===== config.mk =====
export PLATFORM = sky130hd
export DESIGN_NAME = fsid_regs
export DESIGN_NICKNAME = d
export VERILOG_FILES = /design/src/logic/fsid_pkg.sv /design/src/logic/fsid_fault_cell.sv /design/src/logic/fsid_sat_timer.sv /design/src/logic/fsid_regs.sv
export SDC_FILE = /design/constraint.sdc
export NUM_CORES = 1
export LEC_CHECK = 0
export BUFFER_PORTS_ARGS = -buffer_cell sky130_fd_sc_hd__buf_4
export CORE_MARGIN = 4
export CORE_UTILIZATION = 35
export DETAILED_ROUTE_END_ITERATION = 16
export GPL_TIMING_DRIVEN = 1
export HOLD_SLACK_MARGIN = 0.1
export PLACE_DENSITY = 0.64
export REMOVE_ABC_BUFFERS = 1
export SLEW_MARGIN = 5
export SYNTH_ARGS = -nofsm -noshare
export SYNTH_HDL_FRONTEND = slang
export SYNTH_HIERARCHICAL = 1
export SYNTH_SLANG_ARGS = --single-unit

===== constraint.sdc =====
create_clock -name clk_sys -period 1.9 [get_ports clk_sys]
set_input_delay 0.285 -clock clk_sys [delete_from_list [all_inputs] [get_ports clk_sys]]
set_output_delay 0.285 -clock clk_sys [all_outputs]
set_load 0.03 [all_outputs]

===== src/logic/fsid_pkg.sv =====
// constants and decode helpers for the fault status and identity bank
package fsid_pkg;
    // register offsets seen through the serial slave engine
    localparam logic [7:0] ADDR_FUNC1 = 8'h00;
    localparam logic [7:0] ADDR_FUNC2 = 8'h01;
    localparam logic [7:0] ADDR_FAULT = 8'h02;
    localparam logic [7:0] ADDR_IDENT = 8'h03;
    // seven-bit serial bus address of the device
    localparam logic [6:0] DEV_I2C_ADDR = 7'h38;
    // fault register layout
    localparam int BIT_ALL_SHORT_EN = 7;
    localparam int BIT_TIME_SELECT = 6;
    localparam int BIT_GROUND_SHORT = 5;
    localparam int BIT_OVERTEMP = 4;
    localparam int BIT_UNDERVOLT = 3;
    localparam int BIT_OVERCURRENT = 2;
    localparam int BIT_SOURCE_SHORT = 1;
    localparam int BIT_SOURCE_OPEN = 0;
    localparam int NUM_FAULTS = 6;
    // switching rate field inside function set register 2
    localparam int RATE_SEL_MSB = 4;
    localparam int RATE_SEL_LSB = 3;
    // reset values
    localparam logic [7:0] FUNC1_RESET = 8'h86;
    localparam logic [7:0] FUNC2_RESET = 8'h28;
    localparam logic [7:0] READ_ZERO = 8'h00;
    // timing: ground short saturation windows in milliseconds
    localparam int CLK_HZ = 50_000_000;
    localparam int MS_PER_S = 1000;
    localparam int GSD_SHORT_MS = 20;
    localparam int GSD_LONG_MS = 40;
    localparam int MS_CYCLES = CLK_HZ / MS_PER_S;
    // switching rate figures in kHz
    localparam logic [11:0] RATE_SEL0_KHZ = 12'h0c8; // 200
    localparam logic [11:0] RATE_SEL1_KHZ = 12'h190; // 400
    localparam logic [11:0] RATE_SEL2_KHZ = 12'h3e8; // 1000
    localparam logic [11:0] RATE_SEL3_KHZ = 12'h898; // 2200

    // map the two-bit rate select onto its frequency in kHz
    function automatic logic [11:0] fsid_rate_khz(input logic [1:0] sel);
        logic [11:0] khz;
        khz = RATE_SEL0_KHZ;
        case (sel)
            2'h0: khz = RATE_SEL0_KHZ;
            2'h1: khz = RATE_SEL1_KHZ;
            2'h2: khz = RATE_SEL2_KHZ;
            2'h3: khz = RATE_SEL3_KHZ;
            default: khz = RATE_SEL0_KHZ;
        endcase
        return khz;
    endfunction
endpackage


===== src/logic/fsid_fault_cell.sv =====
// one sticky fault flag, set by hardware and cleared by a host read
`timescale 1ns/1ns
module fsid_fault_cell (
    input wire logic clk_sys,
    input wire logic reset,
    input wire logic faultEvent,
    input wire logic readClear,
    output logic flag
);
    // set beats clear so a fault arriving during the read is kept
    always_ff @(posedge clk_sys or posedge reset) begin
        if (reset) begin
            flag <= 1'b0;
        end else if (faultEvent) begin
            flag <= 1'b1;
        end else if (readClear) begin
            flag <= 1'b0;
        end
    end
endmodule


===== src/logic/fsid_sat_timer.sv =====
// measures how long the loop stays saturated and flags a ground short
`timescale 1ns/1ns
module fsid_sat_timer #(
    parameter int MS_CYCLES_P = fsid_pkg::MS_CYCLES
) (
    input wire logic clk_sys,
    input wire logic reset,
    input wire logic saturated,
    input wire logic longSelect,
    output logic timeout
);
    import fsid_pkg::*;
    logic [31:0] divCount;
    logic msTick;
    logic [7:0] msCount;
    logic [7:0] msLimit;

    // window length follows the select bit live
    assign msLimit = longSelect ? 8'(GSD_LONG_MS) : 8'(GSD_SHORT_MS);

    // millisecond enable, restarted whenever saturation drops
    always_ff @(posedge clk_sys or posedge reset) begin
        if (reset) begin
            divCount <= '0;
            msTick <= 1'b0;
        end else if (!saturated || divCount == 32'(MS_CYCLES_P - 1)) begin
            divCount <= '0;
            msTick <= saturated;
        end else begin
            divCount <= divCount + 32'h1;
            msTick <= 1'b0;
        end
    end

    // count whole milliseconds of unbroken saturation
    always_ff @(posedge clk_sys or posedge reset) begin
        if (reset) begin
            msCount <= '0;
            timeout <= 1'b0;
        end else if (!saturated) begin
            msCount <= '0;
            timeout <= 1'b0;
        end else if (msTick && msCount < msLimit) begin
            msCount <= msCount + 8'h1;
        end else if (msCount >= msLimit) begin
            timeout <= 1'b1;
        end
    end
endmodule


===== src/logic/fsid_regs.sv =====
// fault status, identity and function set register bank
//
// Function
// - read-write bit selects 20 ms or 40 ms ground-short detect; resets 0
// - bit 5 flags an LED channel shorted to ground
// - bit 4 flags an over-temperature fault
// - bit 3 flags an output under-voltage fault
// - bit 2 flags an over-current fault
// - bit 1 flags a shorted LED current source
// - bit 0 flags an open LED current source
// - a set flag stays 1 until read or power reset
// - fault stays latched off until its flag is read with the fault gone, then clears
// - read-only identity byte at offset 0x03 returns a fixed code
// - rate select 00/01/10/11 gives 200k, 400k, 1M, 2.2M Hz
// - host uses bus address 0x38, direction bit, then register offset
`timescale 1ns/1ns
module fsid_regs #(
    parameter int MS_CYCLES_P = fsid_pkg::MS_CYCLES,
    parameter logic [7:0] PART_CODE = 8'h5a // arbitrary identity value
) (
    input wire logic clk_sys,
    input wire logic reset,
    input wire logic [6:0] busDevAddr,
    input wire logic [7:0] regAddr,
    input wire logic wrStrobe,
    input wire logic [7:0] wrData,
    input wire logic rdStrobe,
    output logic [7:0] rdData,
    output logic rdValid,
    input wire logic compSaturatedPin,
    input wire logic overtempPin,
    input wire logic underVoltPin,
    input wire logic overCurrentPin,
    input wire logic sourceShortPin,
    input wire logic sourceOpenPin,
    output logic [fsid_pkg::NUM_FAULTS-1:0] faultLatchOff,
    output logic [7:0] functionSet1,
    output logic [7:0] functionSet2,
    output logic allShortEnable,
    output logic groundShortDetectTimeSelect,
    output logic [11:0] switchRateKhz
);
    import fsid_pkg::*;

    localparam int NUM_PINS = 6;

    logic addrMatch;
    logic wrHit;
    logic rdHit;
    logic faultRead;
    logic [NUM_PINS-1:0] rawPins;
    logic [NUM_PINS-1:0] syncMeta;
    logic [NUM_PINS-1:0] syncPins;
    logic groundShortTimeout;
    logic [NUM_FAULTS-1:0] faultEvents;
    logic [NUM_FAULTS-1:0] faultFlags;
    logic [7:0] faultRegValue;
    logic [7:0] next_rdData;
    logic [1:0] rateSel;

    // strobes only count when the slave engine was addressed as this part
    assign addrMatch = (busDevAddr == DEV_I2C_ADDR);
    assign wrHit = wrStrobe && addrMatch;
    assign rdHit = rdStrobe && addrMatch;
    assign faultRead = rdHit && (regAddr == ADDR_FAULT);

    // analog protection pins, gathered for the synchroniser
    assign rawPins = {sourceOpenPin, sourceShortPin, overCurrentPin,
                      underVoltPin, overtempPin, compSaturatedPin};

    // two-stage synchronisers; the first stage feeds only the second
    generate
        for (genvar i = 0; i < NUM_PINS; i++) begin : g_sync
            always_ff @(posedge clk_sys or posedge reset) begin
                if (reset) begin
                    syncMeta[i] <= 1'b0;
                    syncPins[i] <= 1'b0;
                end else begin
                    syncMeta[i] <= rawPins[i];
                    syncPins[i] <= syncMeta[i];
                end
            end
        end
    endgenerate

    // ground short only counts after the loop saturates for the window
    fsid_sat_timer #(
        .MS_CYCLES_P(MS_CYCLES_P)
    ) u_sat_timer (
        .clk_sys(clk_sys),
        .reset(reset),
        .saturated(syncPins[0]),
        .longSelect(groundShortDetectTimeSelect),
        .timeout(groundShortTimeout)
    );

    // fault events placed at their register bit positions
    assign faultEvents[BIT_GROUND_SHORT] = groundShortTimeout;
    assign faultEvents[BIT_OVERTEMP] = syncPins[1];
    assign faultEvents[BIT_UNDERVOLT] = syncPins[2];
    assign faultEvents[BIT_OVERCURRENT] = syncPins[3];
    assign faultEvents[BIT_SOURCE_SHORT] = syncPins[4];
    assign faultEvents[BIT_SOURCE_OPEN] = syncPins[5];

    // one sticky cell per fault; a read of the fault register clears every flag whose fault is not active
    generate
        for (genvar f = 0; f < NUM_FAULTS; f++) begin : g_fault
            fsid_fault_cell u_cell (
                .clk_sys(clk_sys),
                .reset(reset),
                .faultEvent(faultEvents[f]),
                .readClear(faultRead),
                .flag(faultFlags[f])
            );
        end
    endgenerate

    // the protection logic holds each fault off while its flag stands
    assign faultLatchOff = faultFlags;

    // control bits sharing the fault register with the flags
    always_ff @(posedge clk_sys or posedge reset) begin
        if (reset) begin
            allShortEnable <= 1'b0;
            groundShortDetectTimeSelect <= 1'b0;
        end else if (wrHit && regAddr == ADDR_FAULT) begin
            allShortEnable <= wrData[BIT_ALL_SHORT_EN];
            groundShortDetectTimeSelect <= wrData[BIT_TIME_SELECT];
        end
    end

    // function set registers: plain storage driving the converter
    always_ff @(posedge clk_sys or posedge reset) begin
        if (reset) begin
            functionSet1 <= FUNC1_RESET;
            functionSet2 <= FUNC2_RESET;
        end else if (wrHit && regAddr == ADDR_FUNC1) begin
            functionSet1 <= wrData;
        end else if (wrHit && regAddr == ADDR_FUNC2) begin
            functionSet2 <= wrData;
        end
    end

    // registered so the rate figure never glitches while the field moves
    assign rateSel = functionSet2[RATE_SEL_MSB:RATE_SEL_LSB];
    always_ff @(posedge clk_sys or posedge reset) begin
        if (reset) begin
            switchRateKhz <= fsid_rate_khz(
                FUNC2_RESET[RATE_SEL_MSB:RATE_SEL_LSB]);
        end else begin
            switchRateKhz <= fsid_rate_khz(rateSel);
        end
    end

    // fault register image: two control bits over six flags
    assign faultRegValue = {allShortEnable, groundShortDetectTimeSelect,
                            faultFlags};

    // read multiplexer; unmapped offsets read as zero
    always_comb begin
        next_rdData = READ_ZERO;
        case (regAddr)
            ADDR_FUNC1: next_rdData = functionSet1;
            ADDR_FUNC2: next_rdData = functionSet2;
            ADDR_FAULT: next_rdData = faultRegValue;
            ADDR_IDENT: next_rdData = PART_CODE;
            default: next_rdData = READ_ZERO;
        endcase
    end

    // the byte is captured on the same edge that clears the flags, so the
    // host always sees the value from before the clear
    always_ff @(posedge clk_sys or posedge reset) begin
        if (reset) begin
            rdData <= READ_ZERO;
            rdValid <= 1'b0;
        end else if (rdHit) begin
            rdData <= next_rdData;
            rdValid <= 1'b1;
        end else begin
            rdValid <= 1'b0;
        end
    end

    // identity byte comes back unchanged on every read
    a_ident_read: assert property (
        @(posedge clk_sys) disable iff (reset)
        (rdHit && regAddr == ADDR_IDENT) |=> (rdValid && rdData == PART_CODE)
    ) else $error("identity read returned wrong value");

    // the host sees the flags as they stood before the clear
    a_fault_capture: assert property (
        @(posedge clk_sys) disable iff (reset)
        faultRead |=> (rdData[NUM_FAULTS-1:0] == $past(faultFlags))
    ) else $error("fault read did not return latched flags");

    // a read clears every flag whose fault is not active right then
    a_read_clears: assert property (
        @(posedge clk_sys) disable iff (reset)
        faultRead |=> ((faultFlags & ~$past(faultEvents)) == '0)
    ) else $error("fault flag survived read without event");

    // a fault event always leaves its flag set, even during a read
    a_set_wins: assert property (
        @(posedge clk_sys) disable iff (reset)
        (faultEvents != '0) |=>
            ((faultFlags & $past(faultEvents)) == $past(faultEvents))
    ) else $error("fault event lost");

    // without a read no flag may fall
    a_flag_sticky: assert property (
        @(posedge clk_sys) disable iff (reset)
        !faultRead |=> ((faultFlags & $past(faultFlags)) == $past(faultFlags))
    ) else $error("fault flag dropped without read");

    // strobes meant for another bus address are ignored
    a_addr_ignore: assert property (
        @(posedge clk_sys) disable iff (reset)
        (rdStrobe && !addrMatch) |=> !rdValid
    ) else $error("read answered for foreign bus address");

    // writing the fault register sets the detect window select
    a_tsel_write: assert property (
        @(posedge clk_sys) disable iff (reset)
        (wrHit && regAddr == ADDR_FAULT) |=>
            (groundShortDetectTimeSelect == $past(wrData[BIT_TIME_SELECT]))
    ) else $error("time select not written");

    // rate output follows the select field one cycle later
    a_rate_decode: assert property (
        @(posedge clk_sys) disable iff (reset)
        ##1 (switchRateKhz == fsid_rate_khz($past(rateSel)))
    ) else $error("switching rate decode wrong");

    // protection pins reach their flag through two synchroniser stages
    a_pin_to_flag: assert property (
        @(posedge clk_sys) disable iff (reset)
        (overtempPin ##1 overtempPin ##1 overtempPin) |=>
            faultFlags[BIT_OVERTEMP]
    ) else $error("over-temperature pin did not set flag");

    // the four other pin faults follow the same path
    a_pins_other: assert property (
        @(posedge clk_sys) disable iff (reset)
        (syncPins[5:2] != '0) |=>
            (faultFlags[BIT_UNDERVOLT:BIT_SOURCE_OPEN] != '0)
    ) else $error("pin fault did not set a flag");

    // a ground short flag needs the saturation timer to have expired
    a_ground_short: assert property (
        @(posedge clk_sys) disable iff (reset)
        $rose(faultFlags[BIT_GROUND_SHORT]) |-> $past(groundShortTimeout)
    ) else $error("ground short flag set without timeout");

    // a read hit answers with a valid pulse in the next cycle
    a_rdvalid_pulse: assert property (
        @(posedge clk_sys) disable iff (reset)
        rdHit |=> rdValid
    ) else $error("read hit gave no valid pulse");

    // the valid pulse never outlasts its cycle or appears unasked
    a_rdvalid_idle: assert property (
        @(posedge clk_sys) disable iff (reset)
        !rdHit |=> !rdValid
    ) else $error("valid pulse without read hit");

    // the returned byte holds until the next read hit
    a_rdata_hold: assert property (
        @(posedge clk_sys) disable iff (reset)
        !rdHit |=> $stable(rdData)
    ) else $error("read data changed without read hit");

    // the detect window select moves only on a fault register write
    a_tsel_hold: assert property (
        @(posedge clk_sys) disable iff (reset)
        !(wrHit && regAddr == ADDR_FAULT) |=>
            $stable(groundShortDetectTimeSelect)
    ) else $error("time select changed without write");

    // each rate code checked against its constant, not the decoder
    a_rate_sel0: assert property (
        @(posedge clk_sys) disable iff (reset)
        (rateSel == 2'h0) |=> (switchRateKhz == RATE_SEL0_KHZ)
    ) else $error("rate code 0 decoded wrong");

    a_rate_sel1: assert property (
        @(posedge clk_sys) disable iff (reset)
        (rateSel == 2'h1) |=> (switchRateKhz == RATE_SEL1_KHZ)
    ) else $error("rate code 1 decoded wrong");

    a_rate_sel2: assert property (
        @(posedge clk_sys) disable iff (reset)
        (rateSel == 2'h2) |=> (switchRateKhz == RATE_SEL2_KHZ)
    ) else $error("rate code 2 decoded wrong");

    a_rate_sel3: assert property (
        @(posedge clk_sys) disable iff (reset)
        (rateSel == 2'h3) |=> (switchRateKhz == RATE_SEL3_KHZ)
    ) else $error("rate code 3 decoded wrong");

    // a flag can only rise when its own fault event was present
    a_flag_needs_event: assert property (
        @(posedge clk_sys) disable iff (reset)
        ##1 ((faultFlags & ~$past(faultFlags) & ~$past(faultEvents)) == '0)
    ) else $error("fault flag set without event");
endmodule


=== Word level (Yosys, flattened, before mapping) ===
Index checks and enable logic that the tools add are counted.

* Bits in registers: 99
* Input bits: 33
* Output and inout bits: 45
* Word-level logic and storage cells: 82

* $add $sub $neg: 2
* $lt $le $gt $ge: 2
* Eq/ne operators: 11
* Mux-type cells: 18
* Bitwise gates (word level): 1
* Reduce and logical (&&, ||, !) cells: 19

{| class="wikitable"
|+ Operators with widths
! cell !! number
|-
| $pmux W12 S4 || 1
|-
| $add A32 B1 Y32 const B || 1
|-
| $eq A32 B16 Y1 const B || 1
|-
| $mux W32 || 1
|-
| $pmux W8 S4 || 1
|-
| $eq A8 B2 Y1 const B || 2
|-
| $mux W8 || 2
|-
| $mux W1 || 12
|-
| $reduce_bool A2 Y1 || 6
|-
| $add A8 B1 Y8 const B || 1
|-
| $eq A8 B1 Y1 const B || 1
|-
| $ge A8 B8 Y1 || 1
|-
| $logic_not A8 Y1 || 1
|-
| $lt A8 B8 Y1 || 1
|-
| $eq A7 B6 Y1 const B || 1
|-
| $logic_and A1 B1 Y1 || 7
|-
| $mux W6 || 1
|-
| $eq A2 B2 Y1 const B || 2
|-
| $ne A2 B1 Y1 const B || 2
|-
| $reduce_and A2 Y1 || 2
|-
| $eq A2 B1 Y1 const B || 1
|-
| $logic_not A2 Y1 || 1
|-
| $ne A2 B2 Y1 const B || 1
|-
| $logic_not A1 Y1 || 1
|-
| other kinds (2) || 2
|}

=== Longest topological paths before layout ===
* Depth in word-level cells: 5
* Depth in mapped cells: 7
* Mapped depth without buffers: 6

=== Hierarchy ===
The synthesis kept the hierarchy.

{| class="wikitable"
|+ By module, submodules not included
! module !! times used !! cells each !! area each (sq um) !! sequential area each (sq um)
|-
| fsid_sat_timer || 1 || 247 || 2308.5 || 1051.0
|-
| fsid_regs || 1 || 139 || 1921.8 || 1134.8
|-
| fsid_fault_cell || 6 || 4 || 40.0 || 25.0
|}

=== Least setup slack after synthesis ===
OpenSTA, ideal clock, no wires.

* Path type: register to register
* Start point: reg groundShortDetectTimeSelect
* End point: reg u_sat_timer.msCount[0]
* Setup time: 0.119 ns
* Data arrival time: 2.166 ns
* Required time: 1.781 ns
* Path slack: -0.385 ns
* Stages on the path, launching flop included: 6
* Buffers on the path: 0
* Clock period less this slack: 2.285 ns
* Cell sequence: dfrtp_1 > inv_1 > ha_1 > a2111oi_0 > a31oi_1 > o21a_1

* Longest elaborated chain between the ends: 4

{| class="wikitable"
|+ RTL lines
! what !! RTL line !! RTL
|-
| start: declaration || fsid_regs.sv:40 || <nowiki>output logic groundShortDetectTimeSelect,</nowiki>
|-
| start signal: assignment || fsid_regs.sv:128 || <nowiki>groundShortDetectTimeSelect <= wrData[BIT_TIME_SELECT];</nowiki>
|-
| $mux W6 || fsid_sat_timer.sv:19 || <nowiki>assign msLimit = longSelect ? 8'(GSD_LONG_MS) : 8'(GSD_SHORT_MS);</nowiki>
|-
| $lt A8 B8 Y1 || fsid_sat_timer.sv:43 || <nowiki>end else if (msTick && msCount < msLimit) begin</nowiki>
|-
| $logic_and A1 B1 Y1 || fsid_sat_timer.sv:43 ||
|-
| $ne A2 B1 Y1 (no source line) || - ||
|-
| end signal: assignment || fsid_sat_timer.sv:44 || <nowiki>msCount <= msCount + 8'h1;</nowiki>
|-
| end: declaration || fsid_sat_timer.sv:15 || <nowiki>logic [7:0] msCount;</nowiki>
|}

Every way passes these cells.
A chain may end at the register's enable or synchronous reset.

=== Final worst setup path ===
* Start point: reg u_sat_timer.divCount[13]
* End point: reg u_sat_timer.divCount[31]

* Longest elaborated chain between the ends: 3
* Elaborated cells on any way between the ends: 4
* Those cells by class: add/sub (1); eq/ne (1); mux (1); reduce/logical (1)

{| class="wikitable"
|+ RTL lines
! what !! RTL line !! RTL
|-
| start: declaration || fsid_sat_timer.sv:13 || <nowiki>logic [31:0] divCount;</nowiki>
|-
| start signal: assignment || fsid_sat_timer.sv:30 || <nowiki>divCount <= divCount + 32'h1;</nowiki>
|-
| branches (longest 2 deep; another with $add A32 B1 Y32) || - ||
|-
| $mux W32 * || fsid_sat_timer.sv:26 || <nowiki>end else if (!saturated || divCount == 32'(MS_CYCLES_P - 1)) begin</nowiki>
|}

Every way passes the cells marked *.

==> flow_summary.yaml <==
worst_setup_path:
  path_cells: "nand2_2 -> or4_4 -> or4_1 -> a21oi_1"
  max_stage_delay_ps: 560
  crit_path_top_delay_cell: "or4_4"
  crit_required_ps: 2170
  criticalPathCategory: "reg -> reg"
  end_kind: "register"
  cp_max_fo: 8
  cp_data_arrival_time_ps: 2090
  startpoint_type: "register"
sta:
  finalHoldViolations: 0
  fin_crit_sh_pct: 96.0
  post-route-min-period_ps: 1820
  setup_viol: 0
  slew_viol_final: 0
  max_freq_mhz: 548
  setup_slack_ps: 75.3
  fin_skew_ps: 7.74
detailed_routing:
  post_drt_wl_per_cell_um: 15.1
  wl_um: 10500
  ant_nets: 0
  drcViolationCount: 0
  drtIter0Drc: 209
  drtPass1Iterations: 4
  vias: 3525
  via_per_inst: 5.09
die:
  core_um2: 12600
  start_util_pct: 35.6
  dieWidth_um: 121
  rows: 41
  die_h_um: 121
  io_pins: 78
  die_area_um2: 14600
pwr:
  ir_worst_vdd_mv: 0.401
  power_mw: 4.05
  power_density_nw_per_um2: 691
  p_leak_nw: 2.64
flow_run:
  max-cap-violations: 0
clocking:
  h-tree-depth: 3
  cts-buffers-inserted: 9
  path_clk_slew_ps: 80
  cts_tree: "built"
  cts.path.max_buffers: 2
  insertion_delay_ps: 350
  cts_root_buf: "clkbuf_16"
  cts_sinks: 93
place:
  gp_congestion: 0.821
  place_hpwl_um: 7530
  dpl_worst_slack_ps: -66.7
  dpl_cell_area_um2: 5390
  io_buffer_count: 72
synth:
  async_reset_ff_share_pct: 100
  synthFlopType: "dfrtp_1"
  synthesis.area_um2: 4470
  netlist_instances: 410
  ys_seq_area_share_pct: 52.3
  synth_largest_area_cell: "dfrtp_1"
  synth_edf_count: 0
  ys_seq_elements: 93
  avgSynthCellArea_um2: 10.9
  yosysWarnings: 6
  synth_top_area_share_pct: 48.1
  yosysUniqueCellTypes: 53
  synth_area_leaders: "dfrtp_1, dfstp_2, ha_1, mux2_2, a21oi_1"
cells_and_area:
  drive_above_1_share_pct: 35.6
  area_delta_synth_final_pct: 31.0
  mostFrequentLayoutCells: "buf_4, dfrtp_1, inv_1, a21oi_1, nor2_1"
  postLayoutCellArea_um2: 5860
  layout_commonest_cell: "buf_4"
  nNetsFinal: 561
  antenna_cells: 0
global_route:
  grt_max_degree: 34
  grt_pass1_vias: 3539
  antenna_found_initial: 0
  grt.overflow.total: 0
  grt.total_usage_pct: 14.8
  grt_pass1_wl_um: 17400
outcome:
  status: "complete, no violations"
hold_path:
  hold_path_class: "in -> reg"
layout make-up:
type	count	area, um^2
sequential	93	2340
inverter	28	105
tap	172	215
fill	1170	6710
clock buffer	9	225
timing repair buffer	112	896
clock inverter	7	88.8
multi-input combinational	271	1990
logic make-up after synthesis:
logic type	Yosys count	synth area share (%)
AND/OR/NAND/NOR	139	18.3
flip-flops	93	52.3
AO/OA/AOI/OAI	73	10.4
buffers and inverters	49	5.07
multiplexers	30	8.00
adder cells (fa/ha/maj)	13	3.64
XOR/XNOR	11	2.16
other	2	0.168
critical path, delay by kind of cell, from the launching register on:
| kind | cells | cell delay [ps] |
|---|---|---|
| AO/OA/AOI/OAI | 1 | 160 |
| flip-flops | 1 | 450 |
| AND/OR/NAND/NOR | 3 | 1150 |
per-layer routing:
metal | wire length [um] | vias up | global-route usage, % | share of wire (%)
li1 | - | 1682 | - | -
met1 | 4500 | 1736 | 18.5 | 43
met2 | 5190 | 103 | 24.9 | 50
met3 | 695 | 4 | 4.71 | 6.6
met4 | 66 | 0 | 3.68 | 0.63
met5 | 0 | - | 0 | 0
sequential cells by signal, summed over array words and instances, names as in the netlist, 5 cells and up:
signal                count
faultEvents               5
functionSet1              8
functionSet2              8
g_fault.u_cell/flag       6
rdData                    8
switchRateKhz             6
syncMeta                  6
u_sat_timer/divCount     32
u_sat_timer/msCount       8
per-stage QoR:
stage                     utilization (%)  setup TNS [ps]  cells  hold slack (ps)
final                                46.6               0    692              176
after global routing                 46.6           -14.4    692              159
after CTS                            45.9               0    688              162
after detailed placement             42.8            -462    665              187
after global placement               42.8           -62.8    665              183
after floorplan                         -          -40220    392             13.7
synthesized netlist by cell type, types with 5 or more instances:
library cell	count
and4_1	5
a21o_1	6
a21oi_1	26
or4_1	9
o21ai_2	8
xor2_1	8
mux2_2	14
inv_1	28
nor4_1	9
or3_1	7
nor2_1	24
ha_1	13
nand3_1	14
dfstp_2	7
clkbuf_1	9
o31ai_1	12
mux2_4	8
mux2i_1	8
buf_4	6
nand4_1	18
o21ai_0	11
nand2_1	22
dfrtp_1	86
nand2b_1	5
worst paths after layout:
kind,end,cells past startpoint,startpoint,slack (ps)
worst max register to register,u_sat_timer/divCount[31],4,u_sat_timer/divCount[13],80
worst min-delay path,functionSet1[1],2,wrData[1],180
worst max-delay path,u_sat_timer/divCount[31],4,u_sat_timer/divCount[13],80
max in group asynchronous,functionSet1[2],4,reset,880
min in group asynchronous,g_fault[3].u_cell/flag,3,reset,370
worst min register to register,syncPins[0],0,syncMeta[0],350
repair_timing:
item | CTS | global route
gates resized for setup | 2 | 12
buffers inserted | 0 | 4
gates cloned | 0 | 0
pin swaps | 0 | 4
setup endpoints to repair | 2 | 38
hold buffers | 7 | 0
endpoints found under the hold margin | 66 | 0
where the power goes:
group          leakage [nW]  total (mW)  internal (mW)  switching [mW]
clock network         0.152        1.83          0.947           0.879
registers              1.21        2.01           2.00          0.0113
logic                  1.29       0.212         0.0923           0.119
Note: power is estimated with default switching activity, not from simulation.
